==> src/mode_three_cfg_pkg.sv <==
// Purpose: Shared constants for the mode setting 3 configuration registers
// Assumes: 40 MHz internal digital clock
// Notes: Offsets are the register-port byte addresses
package mode_three_cfg_pkg;

  // Register offsets
  localparam logic [7:0] MODE3_BUTTON_AND_BUCK2_CFG_ADDR = 8'h2F;
  localparam logic [7:0] MODE3_AON_VOLT_AND_ENABLES_ADDR = 8'h30;
  localparam logic [7:0] MODE3_WATCHDOG_AND_SYSREG_CFG_ADDR = 8'h31;
  localparam logic [7:0] UNMAPPED_READ_VALUE = 8'h00;

  // Reset values
  localparam logic [7:0] MODE3_BUTTON_AND_BUCK2_CFG_RESET = 8'h4C;
  localparam logic [7:0] MODE3_AON_VOLT_AND_ENABLES_RESET = 8'h4F;
  localparam logic [7:0] MODE3_WATCHDOG_AND_SYSREG_CFG_RESET = 8'h0C;

  // Field positions, part 1
  localparam int BUTTON_EDGE_CFG_BIT = 6;
  localparam int SYSTEM_BUCK_OFFSET_SEL_BIT = 5;
  localparam int SYSTEM_BUCK_VOLTAGE_CODE_MSB = 4;
  localparam int SYSTEM_BUCK_VOLTAGE_CODE_LSB = 0;
  // Field positions, part 2
  localparam int AON_REGULATOR_VOLTAGE_CODE_MSB = 7;
  localparam int AON_REGULATOR_VOLTAGE_CODE_LSB = 4;
  localparam int CORE_BUCK_ENABLE_BIT = 3;
  localparam int SYSTEM_BUCK_ENABLE_BIT = 2;
  localparam int AON_REGULATOR_ENABLE_BIT = 1;
  localparam int SYSTEM_REGULATOR_ENABLE_BIT = 0;
  // Field positions, part 3
  localparam int WATCHDOG_PERIOD_SEL_MSB = 7;
  localparam int WATCHDOG_PERIOD_SEL_LSB = 6;
  localparam int SYSTEM_REGULATOR_OFFSET_SEL_BIT = 5;
  localparam int SYSTEM_REGULATOR_VOLTAGE_CODE_MSB = 4;
  localparam int SYSTEM_REGULATOR_VOLTAGE_CODE_LSB = 0;

  // Mode settings
  localparam logic [1:0] MODE_SETTING_0 = 2'h0;
  localparam logic [1:0] MODE_SETTING_3 = 2'h3;

  // Watchdog period encodings
  localparam logic [1:0] WATCHDOG_DISABLED = 2'h0;
  localparam logic [1:0] WATCHDOG_16S = 2'h1;
  localparam logic [1:0] WATCHDOG_32S = 2'h2;
  localparam logic [1:0] WATCHDOG_64S = 2'h3;

  // Voltage mapping in millivolts
  localparam logic [11:0] RAIL_STEP_MV = 12'h019;
  localparam logic [11:0] RAIL_OFFSET_MV = 12'h4B0;
  localparam logic [11:0] FIVE_BIT_RAIL_BASE_MV = 12'h5DC;
  localparam logic [4:0] FIVE_BIT_RAIL_TOP_CODE = 5'h18;
  localparam logic [11:0] AON_RAIL_BASE_MV = 12'h6A4;
  localparam logic [3:0] AON_RAIL_TOP_CODE = 4'h8;

  // Button low-level filter time
  localparam int CLK_HZ = 40_000_000;
  localparam int BUTTON_FILTER_MS = 5;
  localparam int BUTTON_FILTER_CYCLES = BUTTON_FILTER_MS * (CLK_HZ / 1000);

endpackage

==> src/mode_three_config_regs.sv <==
// Purpose: Mode setting 3 configuration registers and their effect on the rails
// Assumes: Register port comes from the serial target engine, synchronous to clk
// Notes: Rail outputs are zero from one cycle after another mode setting becomes active
`timescale 1ns/1ps

module mode_three_config_regs
  import mode_three_cfg_pkg::*;
#(
  parameter int FILTER_CYCLES = BUTTON_FILTER_CYCLES
) (
  // Clock and reset
  input wire logic clk,
  input wire logic rst,
  // Register port
  input wire logic [7:0] regAddr,
  input wire logic [7:0] regWrData,
  input wire logic regWrite,
  input wire logic regRead,
  output logic [7:0] regRdData,
  // Mode selection
  input wire logic modeSourcePinSelect,
  input wire logic modeSelectPinA,
  input wire logic modeSelectPinB,
  input wire logic [1:0] modeInternalBits,
  output logic [1:0] activeMode,
  output logic modeThreeActive,
  // Power button
  input wire logic buttonPin,
  output logic buttonDebouncedLevel,
  // Rail controls
  output logic coreBuckEnable,
  output logic systemBuckEnable,
  output logic aonRegulatorEnable,
  output logic systemRegulatorEnable,
  output logic [11:0] systemBuckMillivolts,
  output logic [11:0] aonRegulatorMillivolts,
  output logic [11:0] systemRegulatorMillivolts,
  output logic [1:0] watchdogPeriodSel
);

  typedef struct packed {
    logic [7:0] cfg1;
    logic [7:0] cfg2;
    logic [7:0] cfg3;
    logic [1:0] mode;
    logic [1:0] prevRequest;
    logic [7:0] rdData;
    logic modeThree;
    logic coreEn;
    logic buckEn;
    logic aonEn;
    logic regEn;
    logic [11:0] buckMv;
    logic [11:0] aonMv;
    logic [11:0] regMv;
    logic [1:0] wdSel;
  } regs_t;

  localparam regs_t RESET_STATE = '{
    cfg1: MODE3_BUTTON_AND_BUCK2_CFG_RESET,
    cfg2: MODE3_AON_VOLT_AND_ENABLES_RESET,
    cfg3: MODE3_WATCHDOG_AND_SYSREG_CFG_RESET,
    default: '0
  };

  regs_t s;
  regs_t next_s;
  logic buttonFall;
  logic [1:0] modeRequest;

  ////////////////////////////////////////////////////////////////////////////

  button_filter #(
    .FILTER_CYCLES(FILTER_CYCLES)
  ) buttonFilter (
    .clk(clk),
    .rst(rst),
    .buttonPin(buttonPin),
    .buttonDebouncedLevel(buttonDebouncedLevel),
    .buttonFallPulse(buttonFall)
  );

  ////////////////////////////////////////////////////////////////////////////

  // Five-bit rail code to millivolts, with offset
  function automatic logic [11:0] fiveBitRailMv(input logic [4:0] code, input logic offsetSel);
    logic [4:0] sat;
    sat = (code > FIVE_BIT_RAIL_TOP_CODE) ? FIVE_BIT_RAIL_TOP_CODE : code;
    return FIVE_BIT_RAIL_BASE_MV + 12'(sat) * RAIL_STEP_MV +
      (offsetSel ? RAIL_OFFSET_MV : 12'h000);
  endfunction

  // Four-bit always-on code to millivolts
  function automatic logic [11:0] aonRailMv(input logic [3:0] code);
    logic [3:0] sat;
    sat = (code > AON_RAIL_TOP_CODE) ? AON_RAIL_TOP_CODE : code;
    return AON_RAIL_BASE_MV + 12'(sat) * RAIL_STEP_MV;
  endfunction

  // Mode request source
  assign modeRequest = modeSourcePinSelect ? {modeSelectPinB, modeSelectPinA}
                                           : modeInternalBits;

  always_comb begin
    next_s = s;
    // Register writes
    if (regWrite) begin
      unique case (regAddr)
        MODE3_BUTTON_AND_BUCK2_CFG_ADDR: next_s.cfg1 = regWrData;
        MODE3_AON_VOLT_AND_ENABLES_ADDR: next_s.cfg2 = regWrData;
        MODE3_WATCHDOG_AND_SYSREG_CFG_ADDR: next_s.cfg3 = regWrData;
        default: ;
      endcase
    end
    // Register reads, unmapped reads zero
    if (regRead) begin
      unique case (regAddr)
        MODE3_BUTTON_AND_BUCK2_CFG_ADDR: next_s.rdData = s.cfg1;
        MODE3_AON_VOLT_AND_ENABLES_ADDR: next_s.rdData = s.cfg2;
        MODE3_WATCHDOG_AND_SYSREG_CFG_ADDR: next_s.rdData = s.cfg3;
        default: next_s.rdData = UNMAPPED_READ_VALUE;
      endcase
    end
    // Mode tracking; button fall takes priority over a new request
    next_s.prevRequest = modeRequest;
    if (buttonFall && s.mode == MODE_SETTING_3 && !s.cfg1[BUTTON_EDGE_CFG_BIT]) begin
      next_s.mode = MODE_SETTING_0;
    end else if (modeRequest != s.prevRequest) begin
      next_s.mode = modeRequest;
    end
    // Rail controls follow registers only in mode 3
    next_s.modeThree = (s.mode == MODE_SETTING_3);
    if (s.mode == MODE_SETTING_3) begin
      next_s.coreEn = s.cfg2[CORE_BUCK_ENABLE_BIT];
      next_s.buckEn = s.cfg2[SYSTEM_BUCK_ENABLE_BIT];
      next_s.aonEn = s.cfg2[AON_REGULATOR_ENABLE_BIT];
      next_s.regEn = s.cfg2[SYSTEM_REGULATOR_ENABLE_BIT];
      next_s.buckMv = fiveBitRailMv(
        s.cfg1[SYSTEM_BUCK_VOLTAGE_CODE_MSB:SYSTEM_BUCK_VOLTAGE_CODE_LSB],
        s.cfg1[SYSTEM_BUCK_OFFSET_SEL_BIT]);
      next_s.aonMv = aonRailMv(
        s.cfg2[AON_REGULATOR_VOLTAGE_CODE_MSB:AON_REGULATOR_VOLTAGE_CODE_LSB]);
      next_s.regMv = fiveBitRailMv(
        s.cfg3[SYSTEM_REGULATOR_VOLTAGE_CODE_MSB:SYSTEM_REGULATOR_VOLTAGE_CODE_LSB],
        s.cfg3[SYSTEM_REGULATOR_OFFSET_SEL_BIT]);
      next_s.wdSel = s.cfg3[WATCHDOG_PERIOD_SEL_MSB:WATCHDOG_PERIOD_SEL_LSB];
    end else begin
      next_s.coreEn = 1'b0;
      next_s.buckEn = 1'b0;
      next_s.aonEn = 1'b0;
      next_s.regEn = 1'b0;
      next_s.buckMv = 12'h000;
      next_s.aonMv = 12'h000;
      next_s.regMv = 12'h000;
      next_s.wdSel = WATCHDOG_DISABLED;
    end
  end

  always_ff @(posedge clk or posedge rst) begin
    if (rst) begin
      s <= RESET_STATE;
    end else begin
      s <= next_s;
    end
  end

  ////////////////////////////////////////////////////////////////////////////

  assign regRdData = s.rdData;
  assign activeMode = s.mode;
  assign modeThreeActive = s.modeThree;
  assign coreBuckEnable = s.coreEn;
  assign systemBuckEnable = s.buckEn;
  assign aonRegulatorEnable = s.aonEn;
  assign systemRegulatorEnable = s.regEn;
  assign systemBuckMillivolts = s.buckMv;
  assign aonRegulatorMillivolts = s.aonMv;
  assign systemRegulatorMillivolts = s.regMv;
  assign watchdogPeriodSel = s.wdSel;

  ////////////////////////////////////////////////////////////////////////////

  AST_PART1_WRITE_READ: assert property (
    @(posedge clk) disable iff (rst)
    regWrite && regAddr == MODE3_BUTTON_AND_BUCK2_CFG_ADDR ##1
    regRead && regAddr == MODE3_BUTTON_AND_BUCK2_CFG_ADDR && !regWrite
    |=> regRdData == $past(regWrData, 2))
    else $error("Part 1 readback differs from written value");

  AST_PART2_WRITE_READ: assert property (
    @(posedge clk) disable iff (rst)
    regWrite && regAddr == MODE3_AON_VOLT_AND_ENABLES_ADDR ##1
    regRead && regAddr == MODE3_AON_VOLT_AND_ENABLES_ADDR && !regWrite
    |=> regRdData == $past(regWrData, 2))
    else $error("Part 2 readback differs from written value");

  AST_PART3_WRITE_READ: assert property (
    @(posedge clk) disable iff (rst)
    regWrite && regAddr == MODE3_WATCHDOG_AND_SYSREG_CFG_ADDR ##1
    regRead && regAddr == MODE3_WATCHDOG_AND_SYSREG_CFG_ADDR && !regWrite
    |=> regRdData == $past(regWrData, 2))
    else $error("Part 3 readback differs from written value");

  AST_BUTTON_TO_MODE0: assert property (
    @(posedge clk) disable iff (rst)
    buttonFall && activeMode == MODE_SETTING_3 && !s.cfg1[BUTTON_EDGE_CFG_BIT]
    |=> activeMode == MODE_SETTING_0 ##1 !modeThreeActive)
    else $error("Button fall did not return to mode 0");

  AST_BUTTON_IGNORED: assert property (
    @(posedge clk) disable iff (rst)
    buttonFall && s.cfg1[BUTTON_EDGE_CFG_BIT] && modeRequest == s.prevRequest
    |=> $stable(activeMode))
    else $error("Button fall changed mode while configured to be ignored");

  AST_PIN_SOURCE: assert property (
    @(posedge clk) disable iff (rst)
    !buttonFall && modeSourcePinSelect && modeRequest != s.prevRequest
    |=> activeMode == $past({modeSelectPinB, modeSelectPinA}))
    else $error("Mode did not follow the select pins");

  AST_BUCK_VOLTAGE: assert property (
    @(posedge clk) disable iff (rst)
    activeMode == MODE_SETTING_3 && s.cfg1[SYSTEM_BUCK_OFFSET_SEL_BIT] &&
      s.cfg1[SYSTEM_BUCK_VOLTAGE_CODE_MSB:SYSTEM_BUCK_VOLTAGE_CODE_LSB] == FIVE_BIT_RAIL_TOP_CODE
    |=> systemBuckMillivolts == 12'hCE4)
    else $error("System buck top code with offset is not 3.3 V");

  AST_REG_SATURATE: assert property (
    @(posedge clk) disable iff (rst)
    activeMode == MODE_SETTING_3 && !s.cfg3[SYSTEM_REGULATOR_OFFSET_SEL_BIT] &&
      s.cfg3[SYSTEM_REGULATOR_VOLTAGE_CODE_MSB:SYSTEM_REGULATOR_VOLTAGE_CODE_LSB]
      > FIVE_BIT_RAIL_TOP_CODE
    |=> systemRegulatorMillivolts == 12'h834)
    else $error("System regulator code above top did not saturate at 2.1 V");

  AST_AON_VOLTAGE: assert property (
    @(posedge clk) disable iff (rst)
    activeMode == MODE_SETTING_3
    |=> aonRegulatorMillivolts >= AON_RAIL_BASE_MV && aonRegulatorMillivolts <= 12'h76C)
    else $error("Always-on regulator voltage out of range");

  AST_ENABLES_FOLLOW: assert property (
    @(posedge clk) disable iff (rst)
    activeMode == MODE_SETTING_3 |=> {coreBuckEnable, systemBuckEnable, aonRegulatorEnable,
      systemRegulatorEnable} == $past(s.cfg2[CORE_BUCK_ENABLE_BIT:SYSTEM_REGULATOR_ENABLE_BIT]))
    else $error("Rail enables do not follow part 2");

  AST_WATCHDOG_FOLLOW: assert property (
    @(posedge clk) disable iff (rst)
    activeMode == MODE_SETTING_3 && s.cfg3[WATCHDOG_PERIOD_SEL_MSB:WATCHDOG_PERIOD_SEL_LSB]
      == WATCHDOG_64S |=> watchdogPeriodSel == WATCHDOG_64S)
    else $error("Watchdog period does not follow part 3");

  AST_OTHER_MODE_QUIET: assert property (
    @(posedge clk) disable iff (rst)
    activeMode != MODE_SETTING_3 |=> !modeThreeActive && !coreBuckEnable &&
      systemBuckMillivolts == 12'h000 && watchdogPeriodSel == WATCHDOG_DISABLED)
    else $error("Rail controls driven outside mode 3");

  AST_BUCK_OFFSET_ON: assert property (
    @(posedge clk) disable iff (rst)
    activeMode == MODE_SETTING_3 && s.cfg1[SYSTEM_BUCK_OFFSET_SEL_BIT]
    |=> systemBuckMillivolts >= 12'hA8C && systemBuckMillivolts <= 12'hCE4)
    else $error("System buck offset did not raise the voltage");

  AST_BUCK_OFFSET_OFF: assert property (
    @(posedge clk) disable iff (rst)
    activeMode == MODE_SETTING_3 && !s.cfg1[SYSTEM_BUCK_OFFSET_SEL_BIT]
    |=> systemBuckMillivolts >= FIVE_BIT_RAIL_BASE_MV && systemBuckMillivolts <= 12'h834)
    else $error("System buck voltage out of range without offset");

  AST_REG_OFFSET_ON: assert property (
    @(posedge clk) disable iff (rst)
    activeMode == MODE_SETTING_3 && s.cfg3[SYSTEM_REGULATOR_OFFSET_SEL_BIT]
    |=> systemRegulatorMillivolts >= 12'hA8C && systemRegulatorMillivolts <= 12'hCE4)
    else $error("System regulator offset did not raise the voltage");

  AST_AON_SATURATE: assert property (
    @(posedge clk) disable iff (rst)
    activeMode == MODE_SETTING_3 &&
      s.cfg2[AON_REGULATOR_VOLTAGE_CODE_MSB:AON_REGULATOR_VOLTAGE_CODE_LSB] > AON_RAIL_TOP_CODE
    |=> aonRegulatorMillivolts == 12'h76C)
    else $error("Always-on regulator code above top did not saturate at 1.9 V");

  AST_INTERNAL_SOURCE: assert property (
    @(posedge clk) disable iff (rst)
    !buttonFall && !modeSourcePinSelect && modeRequest != s.prevRequest
    |=> activeMode == $past(modeInternalBits))
    else $error("Mode did not follow the internal bits");

  AST_MODE3_FLAG: assert property (
    @(posedge clk) disable iff (rst)
    activeMode == MODE_SETTING_3 |=> modeThreeActive)
    else $error("Mode 3 flag not raised one cycle after mode 3");

endmodule // mode_three_config_regs

==> src/button_filter.sv <==
// Purpose: Low-level filter and falling-edge detector for the power button
// Assumes: buttonPin is synchronous to clk
// Notes: High level passes at once, low level only after FILTER_CYCLES
`timescale 1ns/1ps
module button_filter
  import mode_three_cfg_pkg::*;
#(
  parameter int FILTER_CYCLES = BUTTON_FILTER_CYCLES
) (
  // Clock and reset
  input wire logic clk,
  input wire logic rst,
  // Button pin and filtered result
  input wire logic buttonPin,
  output logic buttonDebouncedLevel,
  output logic buttonFallPulse
);

  localparam int CW = $clog2(FILTER_CYCLES + 1);

  typedef struct packed {
    logic [CW-1:0] count;
    logic level;
    logic fall;
  } filter_state_t;

  filter_state_t s;
  filter_state_t next_s;

  always_comb begin
    next_s = s;
    next_s.fall = 1'b0;
    if (buttonPin) begin
      next_s.level = 1'b1;
      next_s.count = '0;
    end else if (s.level) begin
      if (s.count == CW'(FILTER_CYCLES - 1)) begin
        next_s.level = 1'b0;
        next_s.fall = 1'b1;
        next_s.count = '0;
      end else begin
        next_s.count = s.count + CW'(1);
      end
    end
  end

  always_ff @(posedge clk or posedge rst) begin
    if (rst) begin
      s <= '{count: '0, level: 1'b1, fall: 1'b0};
    end else begin
      s <= next_s;
    end
  end

  assign buttonDebouncedLevel = s.level;
  assign buttonFallPulse = s.fall;

  AST_HIGH_PASSES: assert property (
    @(posedge clk) disable iff (rst) buttonPin |=> buttonDebouncedLevel)
    else $error("High button level did not pass at once");

  AST_LOW_FILTERED: assert property (
    @(posedge clk) disable iff (rst)
    $rose(buttonFallPulse) |-> $past(s.count) == CW'(FILTER_CYCLES - 1) && !$past(buttonPin))
    else $error("Button fall without full low filter time");

endmodule // button_filter

==> config.mk <==
export PLATFORM = sky130hd
export DESIGN_NAME = mode_three_config_regs
export DESIGN_NICKNAME = d
export VERILOG_FILES = /design/src/mode_three_cfg_pkg.sv /design/src/mode_three_config_regs.sv /design/src/button_filter.sv
export SDC_FILE = /design/constraint.sdc
export NUM_CORES = 1
export LEC_CHECK = 0
export ABC_AREA = 1
export BUFFER_PORTS_ARGS = -buffer_cell sky130_fd_sc_hd__buf_4
export CELL_PAD_IN_SITES_DETAIL_PLACEMENT = 0
export CELL_PAD_IN_SITES_GLOBAL_PLACEMENT = 1
export CORE_MARGIN = 3
export CORE_UTILIZATION = 40
export DETAILED_ROUTE_END_ITERATION = 10
export GPL_TIMING_DRIVEN = 0
export PLACE_DENSITY = 0.86
export SYNTH_ARGS = -nofsm -noshare
export SYNTH_HDL_FRONTEND = slang
export SYNTH_SLANG_ARGS = --single-unit
==> constraint.sdc <==
create_clock -name clk -period 3.7 [get_ports clk]
set_input_delay 0.925 -clock clk [delete_from_list [all_inputs] [get_ports clk]]
set_output_delay 0.925 -clock clk [all_outputs]
set_load 0.05 [all_outputs]
==> metrics.yaml <==
outcome: "complete, no violations"
die-area_um2: 17100
layout_min_cycle_time_ps: 3540
multi_input_comb_area_um2: 2930
grt_start_max_net_pins: 55
yosys.area_share.xor_xnor_pct: 1.83
achievable-frequency_ghz: 0.283
min_path_type: "flop to flop"
antenna-diode-count: 0
finalSetupViolCount: 0
synthTopCellsByArea: "dfrtp_1, ha_1, nand2_1, inv_1, buf_4"
postSynthCellCount: 729
io-pin-count: 80
worst_setup_path_start_kind: "flop"
final.hold.worst_slack_ps: 483
synth_top_family_by_area: "simple AND/OR/NAND/NOR gates"
floorplan.rows: 44
synth.area.mux_share_pct: 0
synthTopCellsByCount: "nand2_1, inv_1, dfrtp_1"
first_iter_violations: 272
cts_num_sinks: 99
dominant_synthesized_flop_cell: "dfrtp_1"
syn_avg_cell_area_um2: 8.55
finalWirelength_mm: 12.9
mappedNetlistArea_um2: 6230
yosysMostFrequentCell: "nand2_1"
synth-simple-area-share_pct: 21.2
routed_wire_length_per_instance_um: 12.7
die-width_um: 131
detailedPlacementHpwl_mm: 9.76
endpoint_kind: "flop"
synth_top_area_cell: "dfrtp_1"
final.period_utilization_pct: 95.6
endpoint_required_time_on_the_critical_path_ps: 3930
postSynthRegisterBits: 99
synth_compound_gate_area_share_pct: 7.29
cp_peak_stage_delay_ps: 600
synth.lib_cells_used.distinct: 41
cell_with_the_biggest_individual_delay_on_the_critical_path: "dfstp_2"
critical_path_peak_fanout: 4
synth_nets: 823
p_leak_nw: 4.04
grt-ovfl-total: 0
timing.critical_path.arrival_ps: 3770
drv_slew: 0
drt-pass1-iter-count: 4
pwr_density_cell_nw_per_um2: 428
number_of_global_route_vias_before_repair: 4450
synth.yosys.seq_area_share_pct: 40.0
synthArstFlopShare_pct: 100
drive_above_1_share_pct: 28.8
detail_route.drc_violations: 0
finalClockSkew_ps: 5.38
cts_buffers: 9
initial_antenna_violation_count: 0
path_cells: "buf_6 -> nand2_1 -> inv_1 -> nand3b_1 -> nand2_2 -> nand2_2 -> inv_2 -> ha_1 -> inv_1 -> fa_1 -> inv_1 -> ha_1 -> ha_1 -> ha_2 -> inv_1 -> fa_2 -> inv_2 -> nand4_1 -> a31oi_1 -> nor2_1"
clock_latency_ps: 350
finalHoldViolations: 0
cts_root_buffer_type: "clkbuf_16"
buffers_and_inverters_on_the_worst_path: 7
synth_warnings: 0
place.gp.congestion: 0.834
path_class: "flop to flop"
synth-edff-count: 0
groute.usage.overall_pct: 15.7
max_cap_viol_count: 0
worst_setup_hold_path_clk_slew_ps: 70
synth_adder_area_share_pct: 15.0
tritoncts: "built"
final_antenna_net_count: 0
slew_headroom_pct: 59.3
cts.htree.levels: 3
core_box_area_um2: 14900
vdd.ir_drop.worst_mv: 0.254
net_count_final: 925
synth.top_cell.area_share_pct: 35.3
die-height_um: 131
initial_core_util_pct: 41.9
layout.filler_cells: 1432
routed-via-count: 4733
regArea_um2: 2490
grt_first_pass_wirelength_mm: 21.2
area.growth.synth_to_final_pct: 22.1
max_slew.worst_pin.slew_ps: 611
timing.critical_path.mode_cell: "inv_1"
port_buffers: 78
final_core_util_pct: 51.2
count_of_hold_buffers_inserted_by_post_cts_repair: 0
family_of_cells_with_the_greatest_summed_delay_on_the_critical_path: "adder cells"
cts_buffer_depth: 2
route.detailed.vias_per_inst: 4.64
-- report_power, final --
group / leakage [nW] / internal, mW / switching, mW
clock network: 0.159 / 0.611 / 0.422
logic: 2.58 / 0.401 / 0.626
registers: 1.30 / 1.16 / 0.0389
total: 4.04 / 2.17 / 1.09
-- layout make-up --
type | count | share of cell area, %
Clock inverter | 6 | 1.13
Timing Repair Buffer | 91 | 9.34
Tap cell | 184 | 3.03
Inverter | 127 | 6.30
Clock buffer | 10 | 3.14
Buffer | 62 | 5.76
Multi-Input combinational cell | 441 | 38.5
Sequential cell | 99 | 32.8
-- cell families after synthesis --
kind of cell,count (synthesis)
and+or+nand+nor,287
buffers and inverters,189
DFF,99
AOI/OAI and AO/OA,72
adders and majority gates,68
xor gates and xnor gates,13
other,1
-- tightest hold or removal path, cell delays in order (launching register included) --
cell     delay [ps]
dfrtp_1         350
nand2_1          50
nand2_1          50
-- cells in the final DEF, fill, tap and decap left out, types with 7 or more instances in the layout --
master,n
ha_1,48
nand3_1,55
clkbuf_16,9
a21oi_1,12
o21ai_1,16
o21ai_2,15
buf_4,136
nand4_1,8
inv_1,107
nand2_2,7
nor2_1,55
clkbuf_1,8
xor2_1,8
o21ai_0,9
dfstp_2,11
dfrtp_1,87
inv_2,15
nand2_1,137
fa_1,9
-- registers in the layout (all words and copies together), names as in the netlist, 2 cells and up --
signal                     cells
activeMode                     2
aonRegulatorMillivolts        12
buttonFilter.s                18
regRdData                      8
s                             26
systemBuckMillivolts          12
systemRegulatorMillivolts     12
watchdogPeriodSel              2
-- layer usage --
metal / wire length (µm) / share of wire [%] / vias to the layer above / global-route usage (%)
li1: - / - / 2446 / -
met1: 5660 / 44 / 2170 / 20.2
met2: 6300 / 49 / 100 / 26.0
met3: 681 / 5.3 / 17 / 3.33
met4: 285 / 2.2 / 0 / 5.99
met5: 0 / 0 / - / 0
-- repair_timing --
| action | CTS | global route |
|---|---|---|
| resized for setup | 8 | 24 |
| pin swaps | 0 | 19 |
| hold endpoints to repair | 0 | 0 |
| endpoints found under the setup margin | 4 | 9 |
| buffers inserted | 4 | 8 |
-- stage by stage --
step           setup TNS [ps]  instances  worst slack (ps)  power (mW)  cell area, µm²
2_1_floorplan               0        729               172        1.94            6230
3_3_place_gp           -94560        991             -1070        2.16            7050
3_5_place_dp             -264        992              -123        2.18            7080
4_1_cts                     0       1012             0.194        3.23            7450
5_1_grt                 -55.9       1020             -23.8        3.48            7610
6_report                    0       1020               162        3.26            7610
-- worst paths after layout --
kind                       cells after the start                                       to                     start  slack [ps]
hold / removal                                 2                 regRdData[5]$_DFFE_PP0P_  regRdData[5]$_DFFE_PP0P_         480
max in group asynchronous                      3                        s[66]$_DFFE_PP1P_                       rst        2330
setup / recovery                              20  systemRegulatorMillivolts[11]$_DFF_PP0_         s[58]$_DFFE_PP1P_         160
hold reg to reg                                2                 regRdData[5]$_DFFE_PP0P_  regRdData[5]$_DFFE_PP0P_         480
min in group asynchronous                      2        systemBuckMillivolts[9]$_DFF_PP0_                       rst         650
setup reg to reg                              20  systemRegulatorMillivolts[11]$_DFF_PP0_         s[58]$_DFFE_PP1P_         160
Note: power is estimated with default switching activity, not from simulation.
